## src/sfspi_pkg.sv

```systemverilog
// Shared constants and types of the serial flash command port
package sfspi_pkg;

  localparam int BYTE_W     = 8;
  localparam int ADDR_W     = 20;
  localparam int FIFO_DEPTH = 8;
  localparam int SYNC_N     = 5;

  // Synchroniser lanes and their reset levels
  localparam int SY_SCK  = 0;
  localparam int SY_CS   = 1;
  localparam int SY_SI   = 2;
  localparam int SY_WP   = 3;
  localparam int SY_HOLD = 4;
  localparam logic [SYNC_N-1:0] SYNC_RST = 5'h1a;

  // Opcodes
  localparam logic [7:0] OP_READ  = 8'h03;
  localparam logic [7:0] OP_FAST  = 8'h0b;
  localparam logic [7:0] OP_SSE_A = 8'h20;
  localparam logic [7:0] OP_SSE_B = 8'hd7;
  localparam logic [7:0] OP_SE    = 8'hd8;
  localparam logic [7:0] OP_CE_A  = 8'h60;
  localparam logic [7:0] OP_CE_B  = 8'hc7;
  localparam logic [7:0] OP_PP    = 8'h02;
  localparam logic [7:0] OP_WREN  = 8'h06;
  localparam logic [7:0] OP_WRDI  = 8'h04;
  localparam logic [7:0] OP_PD    = 8'hb9;
  localparam logic [7:0] OP_RDSR  = 8'h05;
  localparam logic [7:0] OP_WRSR  = 8'h01;
  localparam logic [7:0] OP_JID   = 8'h9f;
  localparam logic [7:0] OP_ID    = 8'hab;

  // Address handling and identification byte count
  localparam logic [1:0]        ADDR_LAST = 2'h2;
  localparam logic [ADDR_W-1:0] ADDR_ONE  = 20'h0_0001;
  localparam logic [ADDR_W-1:0] ADDR_RST  = 20'h0_0000;
  localparam logic [1:0]        JID_LAST  = 2'h2;

  // Status byte layout and reset values
  localparam int         STAT_BUSY = 0;
  localparam int         STAT_WEL  = 1;
  localparam int         STAT_LOCK = 7;
  localparam logic [7:2] STAT_NV_RST = 6'h00;

  typedef enum logic [5:0] {
    ST_IDLE  = 6'b00_0001,
    ST_ADDR  = 6'b00_0010,
    ST_DUMMY = 6'b00_0100,
    ST_OUT   = 6'b00_1000,
    ST_WDATA = 6'b01_0000,
    ST_SKIP  = 6'b10_0000
  } sfspi_state_e;

  typedef enum logic [2:0] {
    CMD_NONE     = 3'h0,
    CMD_SSE      = 3'h1,
    CMD_SE       = 3'h2,
    CMD_CE       = 3'h3,
    CMD_PP_START = 3'h4,
    CMD_PP_END   = 3'h5,
    CMD_SRW      = 3'h6
  } sfspi_cmd_e;

  typedef struct packed {
    sfspi_cmd_e        kind;
    logic [ADDR_W-1:0] addr;
  } sfspi_cmd_s;

endpackage

```

## src/sfspi_top.sv

```systemverilog
// Serial flash SPI command port with program data FIFO
// Contract
// Input bits captured on SCK rise; output changes on SCK fall.
// Select low means active; select high means standby, SCK ignored.
// Write-protect low makes the status lock bit block status writes.
// Hold low suspends shifting and transfer progress until hold returns high.
// Each command begins with a select falling edge.
// Input assembled into bytes; first byte is the opcode.
// SCK level at select fall picks mode 0 (low) or 3 (high).
// Read 03h: three address bytes, then data while clocking continues.
// Fast read 0Bh: three address bytes, one dummy byte, then data.
// 20h or D7h with three address bytes starts small-sector erase.
// D8h with three address bytes starts large-sector erase.
// 60h or C7h alone starts whole-array erase.
// 02h with three address bytes then data bytes programs a page.
// 06h sets write enable; 04h clears it.
// B9h enters power-down; ABh while powered down leaves it.
// 05h returns the status byte.
// 01h plus one byte loads writable status bits.
// 9Fh returns manufacturer and device identification bytes.
// No two-bit reads; data pins stay single direction.
// Address bits 23 to 20 ignored; lower 20 bits used.
// Read address increments per byte, wrapping top to zero.
// Select high ends a read; output floats while deselected.
// Status bit 0 busy, bit 1 write enable, both zero after reset; reset clears bit 1 and bits 7 to 2, bit 0 follows array_busy.
// Writes without write enable discarded; unknown opcodes ignored till deselect.
// Select rise mid-byte aborts; next select fall restarts decoding.
`timescale 1ns/1ps

module sfspi_fifo #(
  parameter int W = 8,
  parameter int D = 8
) (
  input  wire logic         clk,
  input  wire logic         rstn,
  input  wire logic         in_valid,
  output      logic         in_ready,
  input  wire logic [W-1:0] in_data,
  output      logic         out_valid,
  input  wire logic         out_ready,
  output      logic [W-1:0] out_data
);
  localparam int AW = $clog2(D);

  logic [W-1:0] mem_r [D];
  logic [AW:0]  wp_r;
  logic [AW:0]  rp_r;

  wire          push  = in_valid & in_ready;
  wire          pop   = out_valid & out_ready;
  wire [AW:0]   fill  = wp_r - rp_r;

  assign in_ready  = (fill != (AW+1)'(D));
  assign out_valid = (fill != '0);
  assign out_data  = mem_r[rp_r[AW-1:0]];

  always_ff @(posedge clk) begin
    if (push) begin
      mem_r[wp_r[AW-1:0]] <= in_data;
    end
  end

  always_ff @(posedge clk or negedge rstn) begin
    if (!rstn) begin
      wp_r <= '0;
      rp_r <= '0;
    end else begin
      wp_r <= wp_r + (AW+1)'(push);
      rp_r <= rp_r + (AW+1)'(pop);
    end
  end
endmodule // sfspi_fifo

module sfspi_top import sfspi_pkg::*; #(
  parameter logic [7:0] MFR_ID  = 8'h5a, // Arbitrary value
  parameter logic [7:0] TYPE_ID = 8'h3c, // Arbitrary value
  parameter logic [7:0] CAP_ID  = 8'h14, // Arbitrary value
  parameter logic [7:0] DEV_ID  = 8'h13  // Arbitrary value
) (
  input  wire logic              clk,
  input  wire logic              rstn,
  input  wire logic              sck_pin,
  input  wire logic              cs_n_pin,
  input  wire logic              serial_in_pin,
  input  wire logic              wp_n_pin,
  input  wire logic              hold_n_pin,
  output      logic              serial_out_pin,
  output      logic              serial_out_oe,
  output      logic              spi_mode3,
  output      logic              write_enabled,
  output      logic              powered_down,
  output      logic [7:0]        status_byte,
  input  wire logic              array_busy,
  output      logic              rd_req,
  output      logic [ADDR_W-1:0] rd_addr,
  input  wire logic [7:0]        rd_data,
  input  wire logic              rd_valid,
  output      logic              cmd_valid,
  output      sfspi_cmd_s        cmd,
  output      logic              prog_valid,
  input  wire logic              prog_ready,
  output      logic [7:0]        program_data_byte,
  output      logic              prog_overrun
);

  logic [SYNC_N-1:0] sy1_r;
  logic [SYNC_N-1:0] sy2_r;
  logic              sck_q_r;
  logic              cs_q_r;
  sfspi_state_e      state_r;
  sfspi_state_e      state_nxt;
  logic [7:0]        op_r;
  logic [7:0]        op_nxt;
  logic [2:0]        bit_r;
  logic [7:0]        sh_r;
  logic [1:0]        abyte_r;
  logic [1:0]        abyte_nxt;
  logic [ADDR_W-1:0] addr_r;
  logic [ADDR_W-1:0] addr_nxt;
  logic              wel_r;
  logic              wel_nxt;
  logic              pd_r;
  logic              pd_nxt;
  logic [7:2]        nv_r;
  logic [7:2]        nv_nxt;
  logic              load_r;
  logic              load_nxt;
  logic              cmd_vld_nxt;
  sfspi_cmd_s        cmd_r;
  sfspi_cmd_s        cmd_nxt;
  logic              rd_req_nxt;
  logic              push;
  logic              so_r;
  logic [7:0]        tx_sh_r;
  logic [7:0]        rd_buf_r;
  logic [1:0]        jid_r;
  logic              mode3_r;
  logic              pend_r;
  logic [7:0]        pend_d_r;
  logic              ovr_r;
  logic              f_in_ready;

  // Two-stage synchronisers for all pins
  genvar gi;
  generate
    for (gi = 0; gi < SYNC_N; gi++) begin : g_sync
      always_ff @(posedge clk or negedge rstn) begin
        if (!rstn) begin
          sy1_r[gi] <= SYNC_RST[gi];
          sy2_r[gi] <= SYNC_RST[gi];
        end else begin
          sy1_r[gi] <= (gi == SY_SCK)  ? sck_pin :
                       (gi == SY_CS)   ? cs_n_pin :
                       (gi == SY_SI)   ? serial_in_pin :
                       (gi == SY_WP)   ? wp_n_pin : hold_n_pin;
          sy2_r[gi] <= sy1_r[gi];
        end
      end
    end
  endgenerate

  wire sck_s    = sy2_r[SY_SCK];
  wire cs_n_s   = sy2_r[SY_CS];
  wire si_s     = sy2_r[SY_SI];
  wire wp_n_s   = sy2_r[SY_WP];
  wire hold_n_s = sy2_r[SY_HOLD];

  // Select framing and SCK edges
  wire cs_fall = cs_q_r & ~cs_n_s;
  wire cs_rise = ~cs_q_r & cs_n_s;
  // Edges only while selected and not held
  wire active  = ~cs_n_s & hold_n_s & ~cs_fall;
  wire sck_up  = active & sck_s & ~sck_q_r;
  wire sck_dn  = active & ~sck_s & sck_q_r;
  // Byte completion on eighth rise
  wire       byte_done = sck_up & (bit_r == 3'h7);
  wire [7:0] byte_in   = {sh_r[6:0], si_s};
  // Upper address nibble dropped
  wire [ADDR_W-1:0] addr_full = {addr_r[11:0], byte_in};

  // Lock effective only with write-protect low
  wire lock_eff = nv_r[STAT_LOCK] & ~wp_n_s;
  // Status byte composition
  wire [7:0] status_w = {nv_r, wel_r, array_busy};

  wire is_read  = (op_r == OP_READ) | (op_r == OP_FAST);
  wire [7:0] jid_byte = (jid_r == 2'h0) ? MFR_ID : (jid_r == 2'h1) ? TYPE_ID : CAP_ID;
  wire [7:0] tx_byte  = (op_r == OP_RDSR) ? status_w :
                        (op_r == OP_JID)  ? jid_byte :
                        (op_r == OP_ID)   ? DEV_ID : rd_buf_r;

  always_comb begin
    state_nxt   = state_r;
    op_nxt      = op_r;
    abyte_nxt   = abyte_r;
    addr_nxt    = addr_r;
    wel_nxt     = wel_r;
    pd_nxt      = pd_r;
    nv_nxt      = nv_r;
    load_nxt    = load_r;
    cmd_vld_nxt = 1'b0;
    cmd_nxt     = cmd_r;
    rd_req_nxt  = 1'b0;
    push        = 1'b0;
    // Deselect returns to idle; a page program in data phase ends with CMD_PP_END
    if (cs_rise) begin
      state_nxt = ST_IDLE;
      load_nxt  = 1'b0;
      if (op_r == OP_PP && state_r == ST_WDATA) begin
        cmd_vld_nxt  = 1'b1;
        cmd_nxt.kind = CMD_PP_END;
      end
    // Select fall opens a new command
    end else if (cs_fall) begin
      state_nxt = ST_IDLE;
      load_nxt  = 1'b0;
    end else begin
      // Byte loaded at this fall
      if (sck_dn && load_r) begin
        load_nxt = 1'b0;
      end
      if (byte_done) begin
        unique case (state_r)
          ST_IDLE: begin
            op_nxt    = byte_in;
            abyte_nxt = 2'h0;
            // Unknown or refused opcodes skip to deselect
            state_nxt = ST_SKIP;
            if (pd_r) begin
              // Only wake-up honoured in power-down
              if (byte_in == OP_ID) begin
                pd_nxt = 1'b0;
              end
            end else begin
              case (byte_in)
                // Address phase
                OP_READ, OP_FAST, OP_ID: state_nxt = ST_ADDR;
                OP_SSE_A, OP_SSE_B, OP_SE, OP_PP: begin
                  if (wel_r) begin
                    state_nxt = ST_ADDR;
                  end
                end
                // Whole-array erase
                OP_CE_A, OP_CE_B: begin
                  if (wel_r) begin
                    cmd_vld_nxt = 1'b1;
                    cmd_nxt     = '{kind: CMD_CE, addr: ADDR_RST};
                    wel_nxt     = 1'b0;
                  end
                end
                // Write enable latch
                OP_WREN: wel_nxt = 1'b1;
                OP_WRDI: wel_nxt = 1'b0;
                // Enter power-down
                OP_PD: pd_nxt = 1'b1;
                // Immediate output
                OP_RDSR, OP_JID: begin
                  state_nxt = ST_OUT;
                  load_nxt  = 1'b1;
                end
                // Status data byte follows
                OP_WRSR: begin
                  if (wel_r) begin
                    state_nxt = ST_WDATA;
                  end
                end
                default: state_nxt = ST_SKIP;
              endcase
            end
          end
          ST_ADDR: begin
            addr_nxt  = addr_full;
            abyte_nxt = abyte_r + 2'h1;
            if (abyte_r == ADDR_LAST) begin
              unique case (1'b1)
                (op_r == OP_READ): begin
                  state_nxt  = ST_OUT;
                  load_nxt   = 1'b1;
                  rd_req_nxt = 1'b1;
                end
                (op_r == OP_FAST): begin
                  state_nxt  = ST_DUMMY;
                  rd_req_nxt = 1'b1;
                end
                (op_r == OP_ID): begin
                  state_nxt = ST_OUT;
                  load_nxt  = 1'b1;
                end
                (op_r == OP_PP): begin
                  state_nxt   = ST_WDATA;
                  cmd_vld_nxt = 1'b1;
                  cmd_nxt     = '{kind: CMD_PP_START, addr: addr_full};
                  wel_nxt     = 1'b0;
                end
                default: begin
                  state_nxt   = ST_SKIP;
                  cmd_vld_nxt = 1'b1;
                  cmd_nxt     = '{kind: (op_r == OP_SE) ? CMD_SE : CMD_SSE, addr: addr_full};
                  wel_nxt     = 1'b0;
                end
              endcase
            end
          end
          // Dummy byte before data
          ST_DUMMY: begin
            state_nxt = ST_OUT;
            load_nxt  = 1'b1;
          end
          // Prefetch next read byte with wrap
          ST_OUT: begin
            load_nxt = 1'b1;
            if (is_read) begin
              addr_nxt   = addr_r + ADDR_ONE;
              rd_req_nxt = 1'b1;
            end
          end
          ST_WDATA: begin
            if (op_r == OP_WRSR) begin
              state_nxt = ST_SKIP;
              // Guarded status load
              if (!lock_eff) begin
                nv_nxt       = byte_in[7:2];
                wel_nxt      = 1'b0;
                cmd_vld_nxt  = 1'b1;
                cmd_nxt.kind = CMD_SRW;
              end
            end else begin
              // Program data into FIFO
              push = 1'b1;
            end
          end
          ST_SKIP: state_nxt = ST_SKIP;
        endcase
      end
    end
  end

  always_ff @(posedge clk or negedge rstn) begin
    if (!rstn) begin
      sck_q_r <= 1'b0;
      cs_q_r  <= 1'b1;
      state_r <= ST_IDLE;
      op_r    <= 8'h00;
      abyte_r <= 2'h0;
      addr_r  <= ADDR_RST;
      load_r  <= 1'b0;
      cmd_r   <= '{kind: CMD_NONE, addr: ADDR_RST};
      rd_req  <= 1'b0;
      cmd_valid <= 1'b0;
    end else begin
      sck_q_r <= sck_s;
      cs_q_r  <= cs_n_s;
      state_r <= state_nxt;
      op_r    <= op_nxt;
      abyte_r <= abyte_nxt;
      addr_r  <= addr_nxt;
      load_r  <= load_nxt;
      cmd_r   <= cmd_nxt;
      rd_req  <= rd_req_nxt;
      cmd_valid <= cmd_vld_nxt;
    end
  end

  // Volatile bits cleared at reset
  always_ff @(posedge clk or negedge rstn) begin
    if (!rstn) begin
      wel_r <= 1'b0;
      pd_r  <= 1'b0;
      nv_r  <= STAT_NV_RST;
    end else begin
      wel_r <= wel_nxt;
      pd_r  <= pd_nxt;
      nv_r  <= nv_nxt;
    end
  end

  // Input shifter on SCK rise
  always_ff @(posedge clk or negedge rstn) begin
    if (!rstn) begin
      bit_r <= 3'h0;
      sh_r  <= 8'h00;
    end else if (cs_fall || cs_rise) begin
      bit_r <= 3'h0;
    end else if (sck_up) begin
      bit_r <= bit_r + 3'h1;
      sh_r  <= byte_in;
    end
  end

  // Mode captured at select fall
  always_ff @(posedge clk or negedge rstn) begin
    if (!rstn) begin
      mode3_r <= 1'b0;
    end else if (cs_fall) begin
      mode3_r <= sck_s;
    end
  end

  // Output shifter on SCK fall
  always_ff @(posedge clk or negedge rstn) begin
    if (!rstn) begin
      so_r    <= 1'b0;
      tx_sh_r <= 8'h00;
      jid_r   <= 2'h0;
    end else if (cs_fall) begin
      jid_r <= 2'h0;
    end else if (sck_dn && load_r) begin
      so_r    <= tx_byte[7];
      tx_sh_r <= {tx_byte[6:0], 1'b0};
      jid_r   <= (jid_r == JID_LAST) ? 2'h0 : jid_r + 2'h1;
    end else if (sck_dn) begin
      so_r    <= tx_sh_r[7];
      tx_sh_r <= {tx_sh_r[6:0], 1'b0};
    end
  end

  always_ff @(posedge clk or negedge rstn) begin
    if (!rstn) begin
      rd_buf_r <= 8'h00;
    end else if (rd_valid) begin
      rd_buf_r <= rd_data;
    end
  end

  // Pending program byte waits for FIFO space
  always_ff @(posedge clk or negedge rstn) begin
    if (!rstn) begin
      pend_r   <= 1'b0;
      pend_d_r <= 8'h00;
      ovr_r    <= 1'b0;
    end else begin
      if (push) begin
        pend_r   <= 1'b1;
        pend_d_r <= byte_in;
      end else if (f_in_ready) begin
        pend_r <= 1'b0;
      end
      if (push && pend_r && !f_in_ready) begin
        ovr_r <= 1'b1;
      end else if (cs_fall) begin
        ovr_r <= 1'b0;
      end
    end
  end

  sfspi_fifo #(
    .W (BYTE_W),
    .D (FIFO_DEPTH)
  ) u_fifo (
    .clk       (clk),
    .rstn      (rstn),
    .in_valid  (pend_r),
    .in_ready  (f_in_ready),
    .in_data   (pend_d_r),
    .out_valid (prog_valid),
    .out_ready (prog_ready),
    .out_data  (program_data_byte)
  );

  // Output driven only when selected and not held
  assign serial_out_oe  = ~cs_n_s & hold_n_s;
  assign serial_out_pin = so_r;
  assign spi_mode3      = mode3_r;
  assign write_enabled  = wel_r;
  assign powered_down   = pd_r;
  assign status_byte    = status_w;
  assign rd_addr        = addr_r;
  assign cmd            = cmd_r;
  assign prog_overrun   = ovr_r;

endmodule // sfspi_top

```

## config.mk

```make
export PLATFORM = sky130hd
export DESIGN_NAME = sfspi_top
export DESIGN_NICKNAME = d
export VERILOG_FILES = /design/src/sfspi_pkg.sv /design/src/sfspi_top.sv
export SDC_FILE = /design/constraint.sdc
export NUM_CORES = 1
export LEC_CHECK = 0
export BUFFER_PORTS_ARGS = -buffer_cell sky130_fd_sc_hd__buf_2
export CORE_ASPECT_RATIO = 1.2
export CORE_MARGIN = 3
export CORE_UTILIZATION = 49
export DETAILED_ROUTE_END_ITERATION = 8
export HOLD_SLACK_MARGIN = 0.02
export PLACE_DENSITY = 0.68
export RECOVER_POWER = 100
export SLEW_MARGIN = 15
export SYNTH_ARGS = -nofsm -noshare
export SYNTH_HDL_FRONTEND = slang
export SYNTH_SLANG_ARGS = --single-unit
```

## constraint.sdc

```tcl
create_clock -name clk -period 5 [get_ports clk]
set_input_delay 0.75 -clock clk [delete_from_list [all_inputs] [get_ports clk]]
set_output_delay 0.75 -clock clk [all_outputs]
set_load 0.02 [all_outputs]
```

==> impl_metrics.json <==
{
  "grtUsageTotal_pct": 21.5,
  "total_power_mw": 3.16,
  "relSlewSlack_pct": -92.3,
  "muxShareOfSynthArea_pct": 8.69,
  "crit_type": "reg -> reg",
  "end_kind": "flop",
  "hold_buffers": 0,
  "io_buffers": 85,
  "cts_resized": 0,
  "viasPerCell": 6.08,
  "finalCriticalPeriod_ns": 3.80,
  "critPathMaxFanout": 19,
  "finalNonFillerCells": 1050,
  "synth.yosys.warnings": 0,
  "synth-seq-cells": 193,
  "cts_setup_buffers": 0,
  "detailed_place.area_um2": 9460,
  "rows": 53,
  "ios": 86,
  "multiInputGateArea_um2": 3500,
  "nets": 848,
  "grt_start_max_net_pins": 57,
  "die_h_um": 154,
  "fin_worst_skew_ns": 0.0103,
  "fin_util_pct": 56.0,
  "finalSetupTns_ns": 0,
  "outcome": "complete, but fails checks",
  "netlist_instances": 755,
  "hold_path_class": "reg -> reg",
  "cp-start-kind": "flop",
  "yosys.area_share.adder_pct": 1.82,
  "path_delay_family": "simple AND/OR/NAND/NOR gates",
  "slowest_delay_ns": 0.86,
  "yosys.cell_types.count": 68,
  "gp_congestion": 0.911,
  "ir_drop_uv": 226,
  "ys_top_cells_by_count": "121 x dfrtp_1, 83 x nand2_1, 64 x edfxtp_1",
  "setup_ws_ns": 1.20,
  "synth_top_area_share_pct": 34.0,
  "vias": 6387,
  "antenna_found_initial": 0,
  "p_per_area_nw_per_um2": 319,
  "p_leak_nw": 3.83,
  "cts-buffers-inserted": 17,
  "synth_compound_area_share_pct": 12.8,
  "yosys.area.top_type": "dfrtp_1",
  "detailedRoute.firstPassIterationCount": 5,
  "syn_avg_cell_area_um2": 11.8,
  "yosysSeqAreaShare_pct": 57.9,
  "coreArea_um2": 17700,
  "drc": 0,
  "worstMarginPinSlew_ns": 2.88,
  "drv_cap": 1,
  "drt_iter0_drc": 539,
  "post_drt_wl_per_cell_um": 19.7,
  "hold_viol": 0,
  "cp.arrival_ns": 3.84,
  "synthSimpleGateAreaFrac_pct": 14.9,
  "synthArstFlopShare_pct": 66.8,
  "crit_slowest_cell": "nor3_1",
  "regArea_um2": 5160,
  "rsz0062_at_grt": "false",
  "syn_nets": 786,
  "syn_area_um2": 8920,
  "yosys-top-cells-area": "dfrtp_1 34%, edfxtp_1 22%, mux2_2 4.4%, mux4_2 4.0%, nand2_1 3.5%",
  "synthFlopType": "dfrtp_1",
  "cts.sinks": 193,
  "holdWs_ns": 0.354,
  "clk_pin_slew_ns": 0.07,
  "dpl_worst_slack_ns": 1.29,
  "synth_most_common_cell": "dfrtp_1",
  "cp_num_buf_inv": 1,
  "failed_checks": "max-capacitance violations, max-slew violations",
  "wirelength_um": 20700,
  "start_util_pct": 50.4,
  "setup-violations-final": 0,
  "dieArea_um2": 19900,
  "grt_pass1_wl_um": 33600,
  "clk_latency_ns": 0.43,
  "cp.required_ns": 5.04,
  "grt_pass1_vias": 6322,
  "area_delta_synth_final_pct": 11.2,
  "slew_violations": 57,
  "clockBufferDepth": 2,
  "htreeDepth": 4,
  "clock.fmax_mhz": 263,
  "die_x_um": 129,
  "overflow": 0,
  "fillCellCount": 1491,
  "synth_edf_count": 64,
  "root_buffer": "clkbuf_16",
  "min_period_over_period_pct": 76.0,
  "crit_chain": "inv_1 > ha_1 > nor2b_1 > o21a_1 > or3_1 > a31oi_1 > nand2_1 > nor3_1",
  "fin_area_um2": 9920,
  "n_antenna_cell": 0,
  "synth_xor_area_share_pct": 0.982,
  "cts_tree": "built",
  "dp_cells": 1018,
  "dp_hpwl_um": 14400,
  "drive_gt1_share_pct": 13.7,
  "ant_nets": 0,
  "synth_top_family_by_area": "simple AND/OR/NAND/NOR gates"
}
[state kept, by name (all words and copies together) (netlist names), 2 cells and up]
register	flops
bit_r	3
sy1_r	5
u_fifo.rp_r	4
nv_r	6
abyte_r	2
sh_r	7
rd_addr	20
pend_d_r	8
cmd	23
u_fifo.mem_r	64
tx_sh_r	7
rd_buf_r	8
u_fifo.wp_r	4
state_r	6
jid_r	2
op_r	8
[final cells by class]
class	instances	area share (%)
Clock buffer	24	4.97
Clock inverter	8	0.681
Inverter	17	0.643
Multi-Input combinational cell	499	35.3
Sequential cell	193	52.0
Tap cell	220	2.77
Timing Repair Buffer	89	3.66
[layout by cell type (no fill, tap or decap), types with 8 or more instances in the layout]
master and count:
o21ai_0 31, inv_1 16, o22ai_1 12, nor2_1 48
a31oi_1 10, mux2_2 33, nand2_1 83, nand3_1 25
nor3b_1 8, a21oi_1 31, a2bb2oi_1 12, mux4_2 16
and3_1 11, clkbuf_16 18, dfrtp_1 121, nand2b_1 9
buf_2 15, edfxtp_1 64, ha_1 13, a22o_1 22
clkbuf_1 74, nor2b_1 8, nor3_1 9
[power by group]
group	switching [mW]	leakage, nW	total, mW	internal (mW)
registers	0.0511	2.17	1.72	1.66
clock network	0.576	0.268	1.28	0.703
logic	0.0971	1.39	0.166	0.0691
total	0.724	3.83	3.16	2.44
[metal layers]
metal / routed length [um] / GRT usage, % / vias to the layer above
li1: - / - / 2932
met1: 8530 / 27.6 / 3203
met2: 10800 / 36.4 / 212
met3: 969 / 4.24 / 40
met4: 439 / 7.25 / 0
met5: 0 / 0 / -
[cell families after synthesis]
family / count (synthesis)
flip-flops: 193
AND/OR/NAND/NOR: 256
AO/OA/AOI/OAI: 167
multiplexers: 53
XOR/XNOR: 10
adder cells (fa/ha/maj): 13
buffers and inverters: 63
[path summary, 6_finish.rpt]
| kind | end | cells after the start | slack (ns) | startpoint |
|---|---|---|---|---|
| setup / recovery | u_fifo.mem_r[1][1]$_DFFE_PP_ | 8 | 1.20 | u_fifo.rp_r[1]$_DFF_PN0_ |
| hold / removal | si_s$_DFF_PN0_ | 0 | 0.35 | sy1_r[2]$_DFF_PN0_ |
| setup reg to reg | u_fifo.mem_r[1][1]$_DFFE_PP_ | 8 | 1.20 | u_fifo.rp_r[1]$_DFF_PN0_ |
| hold reg to reg | si_s$_DFF_PN0_ | 0 | 0.35 | sy1_r[2]$_DFF_PN0_ |
| max in group asynchronous | op_r[7]$_DFFE_PN0P_ | 2 | 1.52 | rstn |
| min in group asynchronous | rd_addr[19]$_DFFE_PN0P_ | 1 | 1.25 | rstn |
Power figures use the tool's default switching activity.
